[src/logic/ffmt_regs.vh]
// register offsets, field positions, reset values and sizes of the
// freefall/motion threshold block.
// included by the design files by bare name; definitions only.
`ifndef FFMT_REGS_VH
`define FFMT_REGS_VH

// register offsets on the byte-wide register port
`define FFMT_ADDR_W            7
`define FFMT_OFS_SHARED_THS    7'h17
`define FFMT_OFS_X_THS_HIGH    7'h73
`define FFMT_OFS_X_THS_LOW     7'h74
`define FFMT_OFS_Y_THS_HIGH    7'h75
`define FFMT_OFS_Y_THS_LOW     7'h76
`define FFMT_OFS_Z_THS_HIGH    7'h77
`define FFMT_OFS_Z_THS_LOW     7'h78

// reset values
`define FFMT_RST_BYTE          8'h00
`define FFMT_RST_CNT           8'h00

// field positions
`define FFMT_DBCNT_MODE_BIT    7
`define FFMT_SHARED_THS_MSB    6
`define FFMT_SHARED_THS_LSB    0
`define FFMT_XYZ_EN_BIT        7
`define FFMT_TRANS_EN_BIT      7
`define FFMT_HIGH_THS_MSB      6
`define FFMT_LOW_THS_MSB       5

// sizes
`define FFMT_SHARED_THS_W      7
`define FFMT_AXIS_THS_W        13
`define FFMT_SAMPLE_W          14
`define FFMT_CNT_W             8
`define FFMT_SHARED_PAD        6'h00

`endif

[src/logic/freefall_motion_threshold_detect.v]
// freefall/motion threshold registers, per-sample comparison and debounce.
// assumes one-cycle sample_tick_in pulses at the output data rate, samples
// stable while the tick is high, and a byte register port driven synchronously.
//
// Behaviour
// - with clear mode set, the debounce counter goes to zero on every sample without the condition.
// - with clear mode clear, the counter drops by one per sample without the condition, stopping at zero.
// - the clear mode acts the same with shared or per-axis thresholds.
// - the shared threshold is 7 unsigned low bits of its register at 63 mg per count, reset zero.
// - with per-axis enable clear, all three axes compare with the shared 0..127 threshold.
// - with per-axis enable set, the shared threshold is ignored and each axis uses its own.
// - each per-axis threshold is 13 unsigned bits built from a high and a low register.
// - each high register holds threshold bits 12..6 low, and X high bit 7 is the per-axis enable.
// - with event logic zero, a low-g event needs every enabled axis below its threshold.
// - with event logic one, a high-g event needs at least one enabled axis above its threshold.
// - the event flag is set once the counter reaches the programmed debounce count.
// - the counter saturates at the programmed debounce count.
`timescale 1ns/1ns
`default_nettype none
`include "ffmt_regs.vh"

module freefall_motion_threshold_detect #(
  parameter SAMPLE_W = `FFMT_SAMPLE_W,
  parameter CNT_W    = `FFMT_CNT_W
) (
  input  wire                    clk_sys_in,
  input  wire                    resetn_in,
  // byte register port
  input  wire [`FFMT_ADDR_W-1:0] reg_addr_in,
  input  wire                    reg_wr_in,
  input  wire [7:0]              reg_wdata_in,
  input  wire                    reg_rd_in,
  output reg  [7:0]              reg_rdata_out,
  output reg                     reg_hit_out,
  // configuration held outside this block
  input  wire                    event_logic_high_in,
  input  wire [2:0]              axis_enable_in,
  input  wire [CNT_W-1:0]        debounce_count_in,
  // sample stream
  input  wire                    sample_tick_in,
  input  wire [SAMPLE_W-1:0]     x_sample_in,
  input  wire [SAMPLE_W-1:0]     y_sample_in,
  input  wire [SAMPLE_W-1:0]     z_sample_in,
  // results
  output reg                     event_out,
  output reg                     condition_out,
  output reg  [CNT_W-1:0]        debounce_cnt_out,
  output reg  [2:0]              axis_hit_out,
  output reg  [2:0]              axis_negative_out,
  output reg                     per_axis_mode_out,
  output reg                     sharing_conflict_out
);

  localparam THS_W = `FFMT_AXIS_THS_W;

  // register storage
  reg  [7:0]       shared_ths_r;
  reg  [7:0]       x_high_r;
  reg  [7:0]       x_low_r;
  reg  [7:0]       y_high_r;
  reg  [7:0]       y_low_r;
  reg  [7:0]       z_high_r;
  reg  [7:0]       z_low_r;
  reg  [CNT_W-1:0] dbc_r;

  reg  [CNT_W-1:0] dbc_nxt;
  reg  [7:0]       rdata_nxt;
  reg              hit_nxt;
  reg              cond_nxt;

  wire             clear_mode;
  wire             per_axis_en;
  wire             trans_share_en;
  wire [THS_W-1:0] shared_ths_wide;
  wire [THS_W-1:0] x_ths;
  wire [THS_W-1:0] y_ths;
  wire [THS_W-1:0] z_ths;
  wire [THS_W-1:0] x_used;
  wire [THS_W-1:0] y_used;
  wire [THS_W-1:0] z_used;
  wire [2:0]       above;
  wire [2:0]       below;
  wire [2:0]       negative;
  wire             low_g_cond;
  wire             high_g_cond;

  // register writes; a write to the shared register leaves a running count alone

  always @(posedge clk_sys_in) begin
    if (!resetn_in) begin
      shared_ths_r <= `FFMT_RST_BYTE;
      x_high_r     <= `FFMT_RST_BYTE;
      x_low_r      <= `FFMT_RST_BYTE;
      y_high_r     <= `FFMT_RST_BYTE;
      y_low_r      <= `FFMT_RST_BYTE;
      z_high_r     <= `FFMT_RST_BYTE;
      z_low_r      <= `FFMT_RST_BYTE;
    end else if (reg_wr_in) begin
      case (reg_addr_in)
        `FFMT_OFS_SHARED_THS: shared_ths_r <= reg_wdata_in;
        `FFMT_OFS_X_THS_HIGH: x_high_r     <= reg_wdata_in;
        `FFMT_OFS_X_THS_LOW:  x_low_r      <= reg_wdata_in;
        `FFMT_OFS_Y_THS_HIGH: y_high_r     <= reg_wdata_in;
        `FFMT_OFS_Y_THS_LOW:  y_low_r      <= reg_wdata_in;
        `FFMT_OFS_Z_THS_HIGH: z_high_r     <= reg_wdata_in;
        `FFMT_OFS_Z_THS_LOW:  z_low_r      <= reg_wdata_in;
        default: begin
        end
      endcase
    end
  end

  // register reads, one cycle after the strobe; every bit reads back as written
  always @* begin
    rdata_nxt = 8'h00;
    hit_nxt   = 1'b1;
    case (reg_addr_in)
      `FFMT_OFS_SHARED_THS: rdata_nxt = shared_ths_r;
      `FFMT_OFS_X_THS_HIGH: rdata_nxt = x_high_r;
      `FFMT_OFS_X_THS_LOW:  rdata_nxt = x_low_r;
      `FFMT_OFS_Y_THS_HIGH: rdata_nxt = y_high_r;
      `FFMT_OFS_Y_THS_LOW:  rdata_nxt = y_low_r;
      `FFMT_OFS_Z_THS_HIGH: rdata_nxt = z_high_r;
      `FFMT_OFS_Z_THS_LOW:  rdata_nxt = z_low_r;
      default:              hit_nxt   = 1'b0;
    endcase
  end

  always @(posedge clk_sys_in) begin
    if (!resetn_in) begin
      reg_rdata_out <= 8'h00;
      reg_hit_out   <= 1'b0;
    end else if (reg_rd_in) begin
      reg_rdata_out <= rdata_nxt;
      reg_hit_out   <= hit_nxt;
    end else begin
      reg_hit_out   <= 1'b0;
    end
  end

  // field decode
  assign clear_mode     = shared_ths_r[`FFMT_DBCNT_MODE_BIT];
  assign per_axis_en    = x_high_r[`FFMT_XYZ_EN_BIT];
  assign trans_share_en = y_high_r[`FFMT_TRANS_EN_BIT];

  // shared threshold zero-extended so all axes use one comparator width
  assign shared_ths_wide = {`FFMT_SHARED_PAD,
                            shared_ths_r[`FFMT_SHARED_THS_MSB:`FFMT_SHARED_THS_LSB]};

  // high bits 12..6 above low bits 5..0
  assign x_ths = {x_high_r[`FFMT_HIGH_THS_MSB:0], x_low_r[`FFMT_LOW_THS_MSB:0]};
  assign y_ths = {y_high_r[`FFMT_HIGH_THS_MSB:0], y_low_r[`FFMT_LOW_THS_MSB:0]};
  assign z_ths = {z_high_r[`FFMT_HIGH_THS_MSB:0], z_low_r[`FFMT_LOW_THS_MSB:0]};

  // threshold selection
  assign x_used = per_axis_en ? x_ths : shared_ths_wide;
  assign y_used = per_axis_en ? y_ths : shared_ths_wide;
  assign z_used = per_axis_en ? z_ths : shared_ths_wide;

  axis_threshold_compare #(
    .SAMPLE_W     (SAMPLE_W),
    .THS_W        (THS_W)
  ) u_cmp_x (
    .sample_in    (x_sample_in),
    .threshold_in (x_used),
    .above_out    (above[0]),
    .below_out    (below[0]),
    .negative_out (negative[0])
  );

  axis_threshold_compare #(
    .SAMPLE_W     (SAMPLE_W),
    .THS_W        (THS_W)
  ) u_cmp_y (
    .sample_in    (y_sample_in),
    .threshold_in (y_used),
    .above_out    (above[1]),
    .below_out    (below[1]),
    .negative_out (negative[1])
  );

  axis_threshold_compare #(
    .SAMPLE_W     (SAMPLE_W),
    .THS_W        (THS_W)
  ) u_cmp_z (
    .sample_in    (z_sample_in),
    .threshold_in (z_used),
    .above_out    (above[2]),
    .below_out    (below[2]),
    .negative_out (negative[2])
  );

  // a disabled axis never blocks low-g; with no axis enabled nothing fires
  assign low_g_cond  = (|axis_enable_in) &&
                       (((below | ~axis_enable_in) & 3'b111) == 3'b111);
  assign high_g_cond = |(above & axis_enable_in);

  always @* begin
    cond_nxt = event_logic_high_in ? high_g_cond : low_g_cond;
  end

  // debounce; clear mode ignores which threshold set is active
  always @* begin
    dbc_nxt = dbc_r;
    if (sample_tick_in) begin
      if (cond_nxt) begin
        if (dbc_r < debounce_count_in) begin
          dbc_nxt = dbc_r + {{(CNT_W-1){1'b0}}, 1'b1};
        end else begin
          // a lowered count pulls the counter down to it at once
          dbc_nxt = debounce_count_in;
        end
      end else if (clear_mode) begin
        dbc_nxt = {CNT_W{1'b0}};
      end else if (dbc_r != {CNT_W{1'b0}}) begin
        dbc_nxt = dbc_r - {{(CNT_W-1){1'b0}}, 1'b1};
      end
    end
  end

  always @(posedge clk_sys_in) begin
    if (!resetn_in) begin
      dbc_r             <= `FFMT_RST_CNT;
      debounce_cnt_out  <= `FFMT_RST_CNT;
      event_out         <= 1'b0;
      condition_out     <= 1'b0;
      axis_hit_out      <= 3'b000;
      axis_negative_out <= 3'b000;
    end else begin
      dbc_r            <= dbc_nxt;
      debounce_cnt_out <= dbc_nxt;
      if (sample_tick_in) begin
        condition_out     <= cond_nxt;
        // flag follows the counter: it drops once the condition lapses
        event_out         <= cond_nxt && (dbc_nxt == debounce_count_in);
        axis_hit_out      <= event_logic_high_in ? (above & axis_enable_in)
                                                 : (below & axis_enable_in);
        axis_negative_out <= negative & axis_enable_in;
      end
    end
  end

  // status copies of the mode bits; conflict is software's fault, only reported
  always @(posedge clk_sys_in) begin
    if (!resetn_in) begin
      per_axis_mode_out    <= 1'b0;
      sharing_conflict_out <= 1'b0;
    end else begin
      per_axis_mode_out    <= per_axis_en;
      sharing_conflict_out <= per_axis_en && trans_share_en;
    end
  end

endmodule // freefall_motion_threshold_detect

`default_nettype wire

[src/logic/axis_threshold_compare.v]
// one axis: absolute value of a signed sample compared with a threshold.
// assumes the sample and threshold are held stable around the sample tick.
`timescale 1ns/1ns
`default_nettype none
`include "ffmt_regs.vh"

module axis_threshold_compare #(
  parameter SAMPLE_W = `FFMT_SAMPLE_W,
  parameter THS_W    = `FFMT_AXIS_THS_W
) (
  input  wire [SAMPLE_W-1:0] sample_in,
  input  wire [THS_W-1:0]    threshold_in,
  output wire                above_out,
  output wire                below_out,
  output wire                negative_out
);

  wire [SAMPLE_W-1:0] negated;
  wire [SAMPLE_W-1:0] magnitude;
  wire [THS_W-1:0]    mag_clip;

  assign negated      = (~sample_in) + {{(SAMPLE_W-1){1'b0}}, 1'b1};
  assign negative_out = sample_in[SAMPLE_W-1];
  assign magnitude    = negative_out ? negated : sample_in;
  // most negative sample saturates instead of wrapping back to zero
  assign mag_clip     = magnitude[SAMPLE_W-1] ? {THS_W{1'b1}} : magnitude[THS_W-1:0];
  assign above_out    = mag_clip > threshold_in;
  assign below_out    = mag_clip < threshold_in;

endmodule // axis_threshold_compare

`default_nettype wire

[config.mk]
export PLATFORM = sky130hd
export DESIGN_NAME = freefall_motion_threshold_detect
export DESIGN_NICKNAME = d
export VERILOG_FILES = /design/src/logic/freefall_motion_threshold_detect.v /design/src/logic/axis_threshold_compare.v
export VERILOG_INCLUDE_DIRS = /design/src /design/src/logic
export SDC_FILE = /design/constraint.sdc
export NUM_CORES = 1
export LEC_CHECK = 0
export ABC_AREA = 0
export BUFFER_PORTS_ARGS = -buffer_cell sky130_fd_sc_hd__buf_2
export CAP_MARGIN = 20
export CORE_UTILIZATION = 25
export CTS_CLUSTER_DIAMETER = 100
export DETAILED_ROUTE_END_ITERATION = 12
export PLACE_DENSITY = 0.51
export SLEW_MARGIN = 20
export SYNTH_ARGS = -nofsm -noshare
export SYNTH_HDL_FRONTEND = slang
export SYNTH_SLANG_ARGS = --single-unit
[constraint.sdc]
create_clock -name clk_sys_in -period 3.6 [get_ports clk_sys_in]
set_input_delay 0 -clock clk_sys_in [delete_from_list [all_inputs] [get_ports clk_sys_in]]
set_output_delay 0 -clock clk_sys_in [all_outputs]
set_load 0.02 [all_outputs]
Word-level counts from Yosys, hierarchy flattened
Index checks and enable logic that the tools add are counted.
W data, S select, Z words.
{"block": "word_totals", "in_bits": 74, "word_cells": 78, "register_bits": 83}
{"block": "op_classes", "mux": 18, "eq_ne": 9, "add_sub_neg": 5, "reduce_logical": 15, "bitwise_logic": 8, "n_lt_le_gt_ge": 7}
{"cell": "$mux W13", "count": 6}
{"cell": "$pmux W8 S7", "count": 1}
{"cell": "$add A14 B1 Y14 const B", "count": 3}
{"cell": "$eq A7 B7 Y1 const B", "count": 6}
{"cell": "$mux W14", "count": 3}
{"cell": "$not A14 Y14", "count": 3}
{"cell": "$mux W8", "count": 5}
{"cell": "$gt A13 B13 Y1", "count": 3}
{"cell": "$lt A13 B13 Y1", "count": 3}
{"cell": "$reduce_and A2 Y1", "count": 8}
{"cell": "$and A3 B3 Y3", "count": 3}
{"cell": "$add A8 B1 Y8 const B", "count": 1}
{"cell": "$eq A8 B8 Y1", "count": 1}
{"cell": "$lt A8 B8 Y1", "count": 1}
{"cell": "$reduce_bool A8 Y1", "count": 1}
{"cell": "$sub A8 B1 Y8 const B", "count": 1}
{"cell": "$eq A7 B5 Y1 const B", "count": 1}
{"cell": "$reduce_or A7 Y1", "count": 1}
{"cell": "$reduce_or A3 Y1", "count": 2}
{"cell": "$eq A3 B3 Y1 const B", "count": 1}
{"cell": "$logic_and A1 B1 Y1", "count": 3}
{"cell": "$mux W3", "count": 1}
{"cell": "$not A3 Y3", "count": 1}
{"cell": "$or A3 B3 Y3", "count": 1}
{"cell": "$mux W1", "count": 2}

Depth between registers and ports, before layout
{"block": "depth", "ltp_word": 13, "mapped_depth": 18, "ltp_nobuf": 17}

Hierarchy
Synthesis repeated with hierarchy kept, for this count alone.
{"block": "unflattened", "cells_unflattened": 894, "hier_area_um2": 6620.1}
{"module": "freefall_motion_threshold_detect", "cells_each": 603, "area_per_inst_um2": 4566.9, "n_inst": 1}
{"module": "axis_threshold_compare", "cells_each": 97, "area_per_inst_um2": 684.4, "n_inst": 3}

Worst setup path before layout
OpenSTA, ideal clock, no wires.
{"block": "synth_timing", "path_kind": "input port to flip-flop", "from": "input port y_sample_in[3]", "to": "register dbc_r[3]", "setup_ns": 0.067, "setup_slack_ns": -0.058, "t_arrival_ns": 3.590, "n_path_buf": 0, "stages": 17, "path_cell_list": "nor2_1 -> nand4b_1 -> or3_1 -> or2_2 -> nor3_1 -> nand3_1 -> o211ai_1 -> ha_1 -> nor2b_1 -> o21bai_1 -> a311oi_1 -> o31ai_2 -> o32a_2 -> o311ai_4 -> or4b_1 -> a21bo_1 -> a21oi_2"}
{"block": "synth_between", "elab_chain_len": 11, "elab_cells_between_ends": 14, "cone_classes": "1 x add/sub; 2 x order compare; 1 x eq/ne; 5 x mux; 3 x bitwise; 2 x reduce/logical"}
{"item": "start, declared", "line": "freefall_motion_threshold_detect.v:42", "rtl": "input wire [SAMPLE_W-1:0] y_sample_in,"}
{"item": "$not A14 Y14", "line": "axis_threshold_compare.v:22", "rtl": "assign negated = (~sample_in) + {{(SAMPLE_W-1){1'b0}}, 1'b1};"}
{"item": "$add A14 B1 Y14", "line": "axis_threshold_compare.v:22"}
{"item": "$mux W14 (*)", "line": "axis_threshold_compare.v:24", "rtl": "assign magnitude = negative_out ? negated : sample_in;"}
{"item": "$mux W13 (*)", "line": "axis_threshold_compare.v:26", "rtl": "assign mag_clip = magnitude[SAMPLE_W-1] ? {THS_W{1'b1}} : magnitude[THS_W-1:0];"}
{"item": "$lt A13 B13 Y1", "line": "axis_threshold_compare.v:28", "rtl": "assign below_out = mag_clip < threshold_in;"}
{"item": "$or A3 B3 Y3", "line": "freefall_motion_threshold_detect.v:195", "rtl": "(((below | ~axis_enable_in) & 3'b111) == 3'b111);"}
{"item": "$eq A3 B3 Y1", "line": "freefall_motion_threshold_detect.v:195"}
{"item": "$logic_and A1 B1 Y1", "line": "freefall_motion_threshold_detect.v:194", "rtl": "assign low_g_cond = (|axis_enable_in) &&"}
{"item": "$mux W1 (*)", "line": "freefall_motion_threshold_detect.v:199", "rtl": "cond_nxt = event_logic_high_in ? high_g_cond : low_g_cond;"}
{"item": "$mux W8 (*)", "line": "freefall_motion_threshold_detect.v:206", "rtl": "if (cond_nxt) begin"}
{"item": "$mux W8 (*)", "line": "freefall_motion_threshold_detect.v:205", "rtl": "if (sample_tick_in) begin"}
{"item": "end signal, assigned", "line": "freefall_motion_threshold_detect.v:223", "rtl": "dbc_r <= `FFMT_RST_CNT;"}
{"item": "end signal, assigned", "line": "freefall_motion_threshold_detect.v:230", "rtl": "dbc_r <= dbc_nxt;"}
{"item": "end, declared", "line": "freefall_motion_threshold_detect.v:64", "rtl": "reg [CNT_W-1:0] dbc_r;"}
Mark *: on every way between the ends. The rest lies on a longest branch, timed or not.
A chain may end at the register's enable or synchronous reset.

Worst setup path in the final report
{"block": "layout_timing", "from": "register x_high_r[7]", "to": "register dbc_r[1]"}
{"block": "layout_between", "elab_chain_len": 8, "elab_cells_between_ends": 17, "cone_classes": "6 x order compare; 1 x eq/ne; 6 x mux; 2 x bitwise; 2 x reduce/logical"}
{"item": "start, declared", "line": "freefall_motion_threshold_detect.v:58", "rtl": "reg [7:0] x_high_r;"}
{"item": "start signal, assigned", "line": "freefall_motion_threshold_detect.v:92", "rtl": "x_high_r <= `FFMT_RST_BYTE;"}
{"item": "start signal, assigned", "line": "freefall_motion_threshold_detect.v:101", "rtl": "`FFMT_OFS_X_THS_HIGH: x_high_r <= reg_wdata_in;"}
{"item": "$mux W13, on equally long branches", "line": "freefall_motion_threshold_detect.v:156, freefall_motion_threshold_detect.v:157, freefall_motion_threshold_detect.v:158"}
{"item": "$lt A13 B13 Y1", "line": "axis_threshold_compare.v:28"}
{"item": "$or A3 B3 Y3", "line": "freefall_motion_threshold_detect.v:195"}
{"item": "$eq A3 B3 Y1", "line": "freefall_motion_threshold_detect.v:195"}
{"item": "$logic_and A1 B1 Y1", "line": "freefall_motion_threshold_detect.v:194"}
{"item": "$mux W1 (*)", "line": "freefall_motion_threshold_detect.v:199"}
{"item": "$mux W8 (*)", "line": "freefall_motion_threshold_detect.v:206"}
{"item": "$mux W8 (*)", "line": "freefall_motion_threshold_detect.v:205"}
Marks and branches as above.

==> impl_results.md <==
- Outcome: finished, violations left
- Failing checks: hold timing
- CTS tree: built
- Final Wtd Congestion: 0.8057
- Fin Hold WS: -0.005845 ns
- Synth area leaders: dfxtp_1, nand2_1, ha_1
- Aggregate global routing overflow: 0
- Peak Freq: 292.4 MHz
- Mapped Avg Cell Area: 7.324 µm²
- Post-route ant nets: 0
- CP endpoint kind: register
- Post-synth EDFFs: 0
- Root Driver: clkbuf_16
- Num ports: 101
- Area of the die: 0.02518 mm²
- Yosys cell types: 68
- Worst-path clk slew: 0.07 ns
- NumNets Final: 1121
- Slew headroom: 45.65%
- Initial Util: 25.84%
- Post-Syn Instances: 838
- FFs w/ async S/R, synth: 0%
- Pin count of the biggest net entering global routing: 71
- Number of CTS-inserted buffers: 9
- Count of final setup violators: 0
- Maximum vdd drop: 0.1710 mV
- Yosys warns: 0
- TNS Setup: 0 ns
- DR pass1 iterations: 6
- PortBufs: 100
- #FFs+latches synth: 83
- Chip height: 158.7 µm
- WP data arrival: 3.68 ns
- Vias post-DR: 6533
- Synth Cell Area: 0.006137 mm²
- Worst-margin pin slew: 0.8152 ns
- Placed inst area: 0.007421 mm²
- Max FO, Critical Path: 30
- Final period util: 95.00%
- Final Max Tran Viols: 0
- Die width: 158.7 µm
- Global-route wire length before repair: 31710 µm
- Worst Clk Skew: 0.01059 ns
- Final core utilization: 33.90%
- Drc violations: 0
- Syn Nets: 964
- Required @ worst endpoint: 3.86 ns
- Sequential-to-total area share from yosys stat: 27.07%
- Row count: 56
- Final hold vios: 1
- Synth Flop Type: dfxtp_1
- Initial antenna violation count: 0
- WL final: 19920 µm
- Synthesis-to-finish area growth: 31.19%
- Leakage: 3.243 nW
- Setup CP Type: reg -> reg
- Initial drt markers: 428
- Tot GR Track Use: 16.16%
- H-tree lvl count: 3
- Worst hold path class: in -> reg
- Type of origin of the critical path: register
- Max cap viols: 0
- Clock Tree Buf Depth: 2
- Clock Sinks: 83
- Core Area: 0.02375 mm²
- Ratio of cells with drive above 1 in the final layout: 24.00%
- Number of antenna diodes: 0
- Detail Placement HPWL: 14910 µm
- Skew-Pair Late Insertion Delay: 0.35 ns
- Via density: 4.953
- Crit path time final: 3.420 ns
- Number of global-route vias before repair: 6067
- Drt wl/cell: 15.10 µm
- Final Cell Area: 0.008051 mm²
- Area share of the largest cell type after synthesis: 27.07%
- Pwr dens: 320.4 mW/mm²
- Area leader, netlist: dfxtp_1
[power breakdown]
| part | internal (mW) | switching, mW |
|---|---|---|
| registers | 0.935 | 0.0379 |
| logic | 0.305 | 0.369 |
| clock network | 0.528 | 0.405 |
| total | 1.77 | 0.812 |
[what timing repair did]
item / CTS / global route
endpoints found under the hold margin: 47 / 0
setup buffers: 1 / 6
hold buffers: 11 / 0
gates cloned: 1 / 0
pin swaps: 2 / 19
gates resized for setup: 1 / 27
endpoints found under the setup margin: 8 / 10
[state kept, by name (all words and copies together) (netlist names)]
register / flops
z_low_r: 8
event_out: 1
axis_negative_out: 3
shared_ths_r: 8
dbc_r: 8
axis_hit_out: 3
sharing_conflict_out: 1
x_low_r: 8
condition_out: 1
per_axis_mode_out: 1
reg_hit_out: 1
reg_rdata_out: 8
z_high_r: 8
y_low_r: 8
y_high_r: 8
x_high_r: 8
[critical path, cell delays in order, from the launching register on]
cell and delay, ns:
dfxtp_2 0.35, buf_12 0.17, buf_4 0.20, a21oi_1 0.27
ha_1 0.30, nor2b_1 0.14, o21bai_2 0.13, a311oi_2 0.15
o31ai_4 0.34, o32a_4 0.26, o311ai_4 0.16, buf_4 0.19
a2111o_1 0.39, a311oi_2 0.26
[metal layers]
layer	global-route usage [%]	share of wire (%)
met1	21.37	47
met2	26.67	47
met3	2.803	4.9
met4	4.762	1.7
met5	0	0
[metrics by stage]
step	power (mW)	hold WS (ns)	setup WS (ns)	std cells
floorplan	1.394	0.1273	0.1152	838
finish	2.580	-0.005845	0.1799	1319
global placement	1.612	0.3327	-0.4113	1284
global route	2.725	0.01577	-0.01828	1319
CTS	2.578	0.001615	-0.01112	1313
detailed placement	1.618	0.3243	-0.5023	1284
[layout make-up]
| cell class | instances | area [µm²] |
|---|---|---|
| Sequential cell | 83 | 1663 |
| Timing Repair Buffer | 190 | 1229 |
| Fill cell | 2613 | 15700 |
| Inverter | 21 | 78.83 |
| Clock inverter | 4 | 32.53 |
| Clock buffer | 12 | 266.5 |
| Tap cell | 319 | 399.1 |
| Multi-Input combinational cell | 690 | 4383 |
[synth_stat cells, types with 9 or more instances]
cell,number
xor2_1,27
inv_1,20
nand2_1,178
xnor2_1,14
ha_1,52
o21ai_0,26
dfxtp_1,83
clkbuf_1,39
o31ai_1,9
a21oi_1,105
nand3_1,84
nor2_1,28
nand2b_1,15
a22oi_1,9
nor3_1,12
nor2b_1,15
[cell families after synthesis]
kind of cell	after synthesis	synth area share, %
AND/OR/NAND/NOR	378	29.09
adder cells (fa/ha/maj)	52	10.60
buffers and inverters	66	4.281
flip-flops	83	27.07
AO/OA/AOI/OAI	212	22.10
XOR/XNOR	41	5.851
multiplexers	6	0.9990
[cells in the final DEF (no fill, tap or decap), drive strengths merged, types with 7 or more instances in the layout]
| cell | synthesis | final |
|---|---|---|
| nand4 | 7 | 7 |
| xnor2 | 14 | 14 |
| o21ai | 28 | 28 |
| nor2b | 15 | 15 |
| o31ai | 10 | 10 |
| or3 | 9 | 9 |
| a311oi | 7 | 7 |
| xor2 | 27 | 27 |
| nor3 | 13 | 13 |
| ha | 52 | 52 |
| a21oi | 106 | 106 |
| nor2 | 28 | 28 |
| buf | 6 | 179 |
| nand2b | 15 | 15 |
| inv | 21 | 22 |
| dfxtp | 83 | 83 |
| dlygate4sd3 | 0 | 11 |
| a221oi | 8 | 8 |
| nand3 | 85 | 85 |
| nand2 | 178 | 178 |
| clkbuf | 39 | 12 |
| a22oi | 9 | 9 |
| a222oi | 8 | 8 |
| and3 | 8 | 8 |
[path summary, 6_finish.rpt]
kind                            depth (start not counted)                       endpoint  slack [ns]                          start
worst max-delay path                                   13            dbc_r[1]$_SDFF_PN0_        0.18       x_high_r[7]$_SDFFE_PN0P_
worst min-delay path                                    3         event_out$_SDFFE_PN0P_      -0.006           debounce_count_in[4]
worst max register to register                         13            dbc_r[1]$_SDFF_PN0_        0.18       x_high_r[7]$_SDFFE_PN0P_
worst min register to register                          2  reg_rdata_out[7]$_SDFFE_PN0P_        0.46  reg_rdata_out[7]$_SDFFE_PN0P_
(Power assumes the default switching activity.)
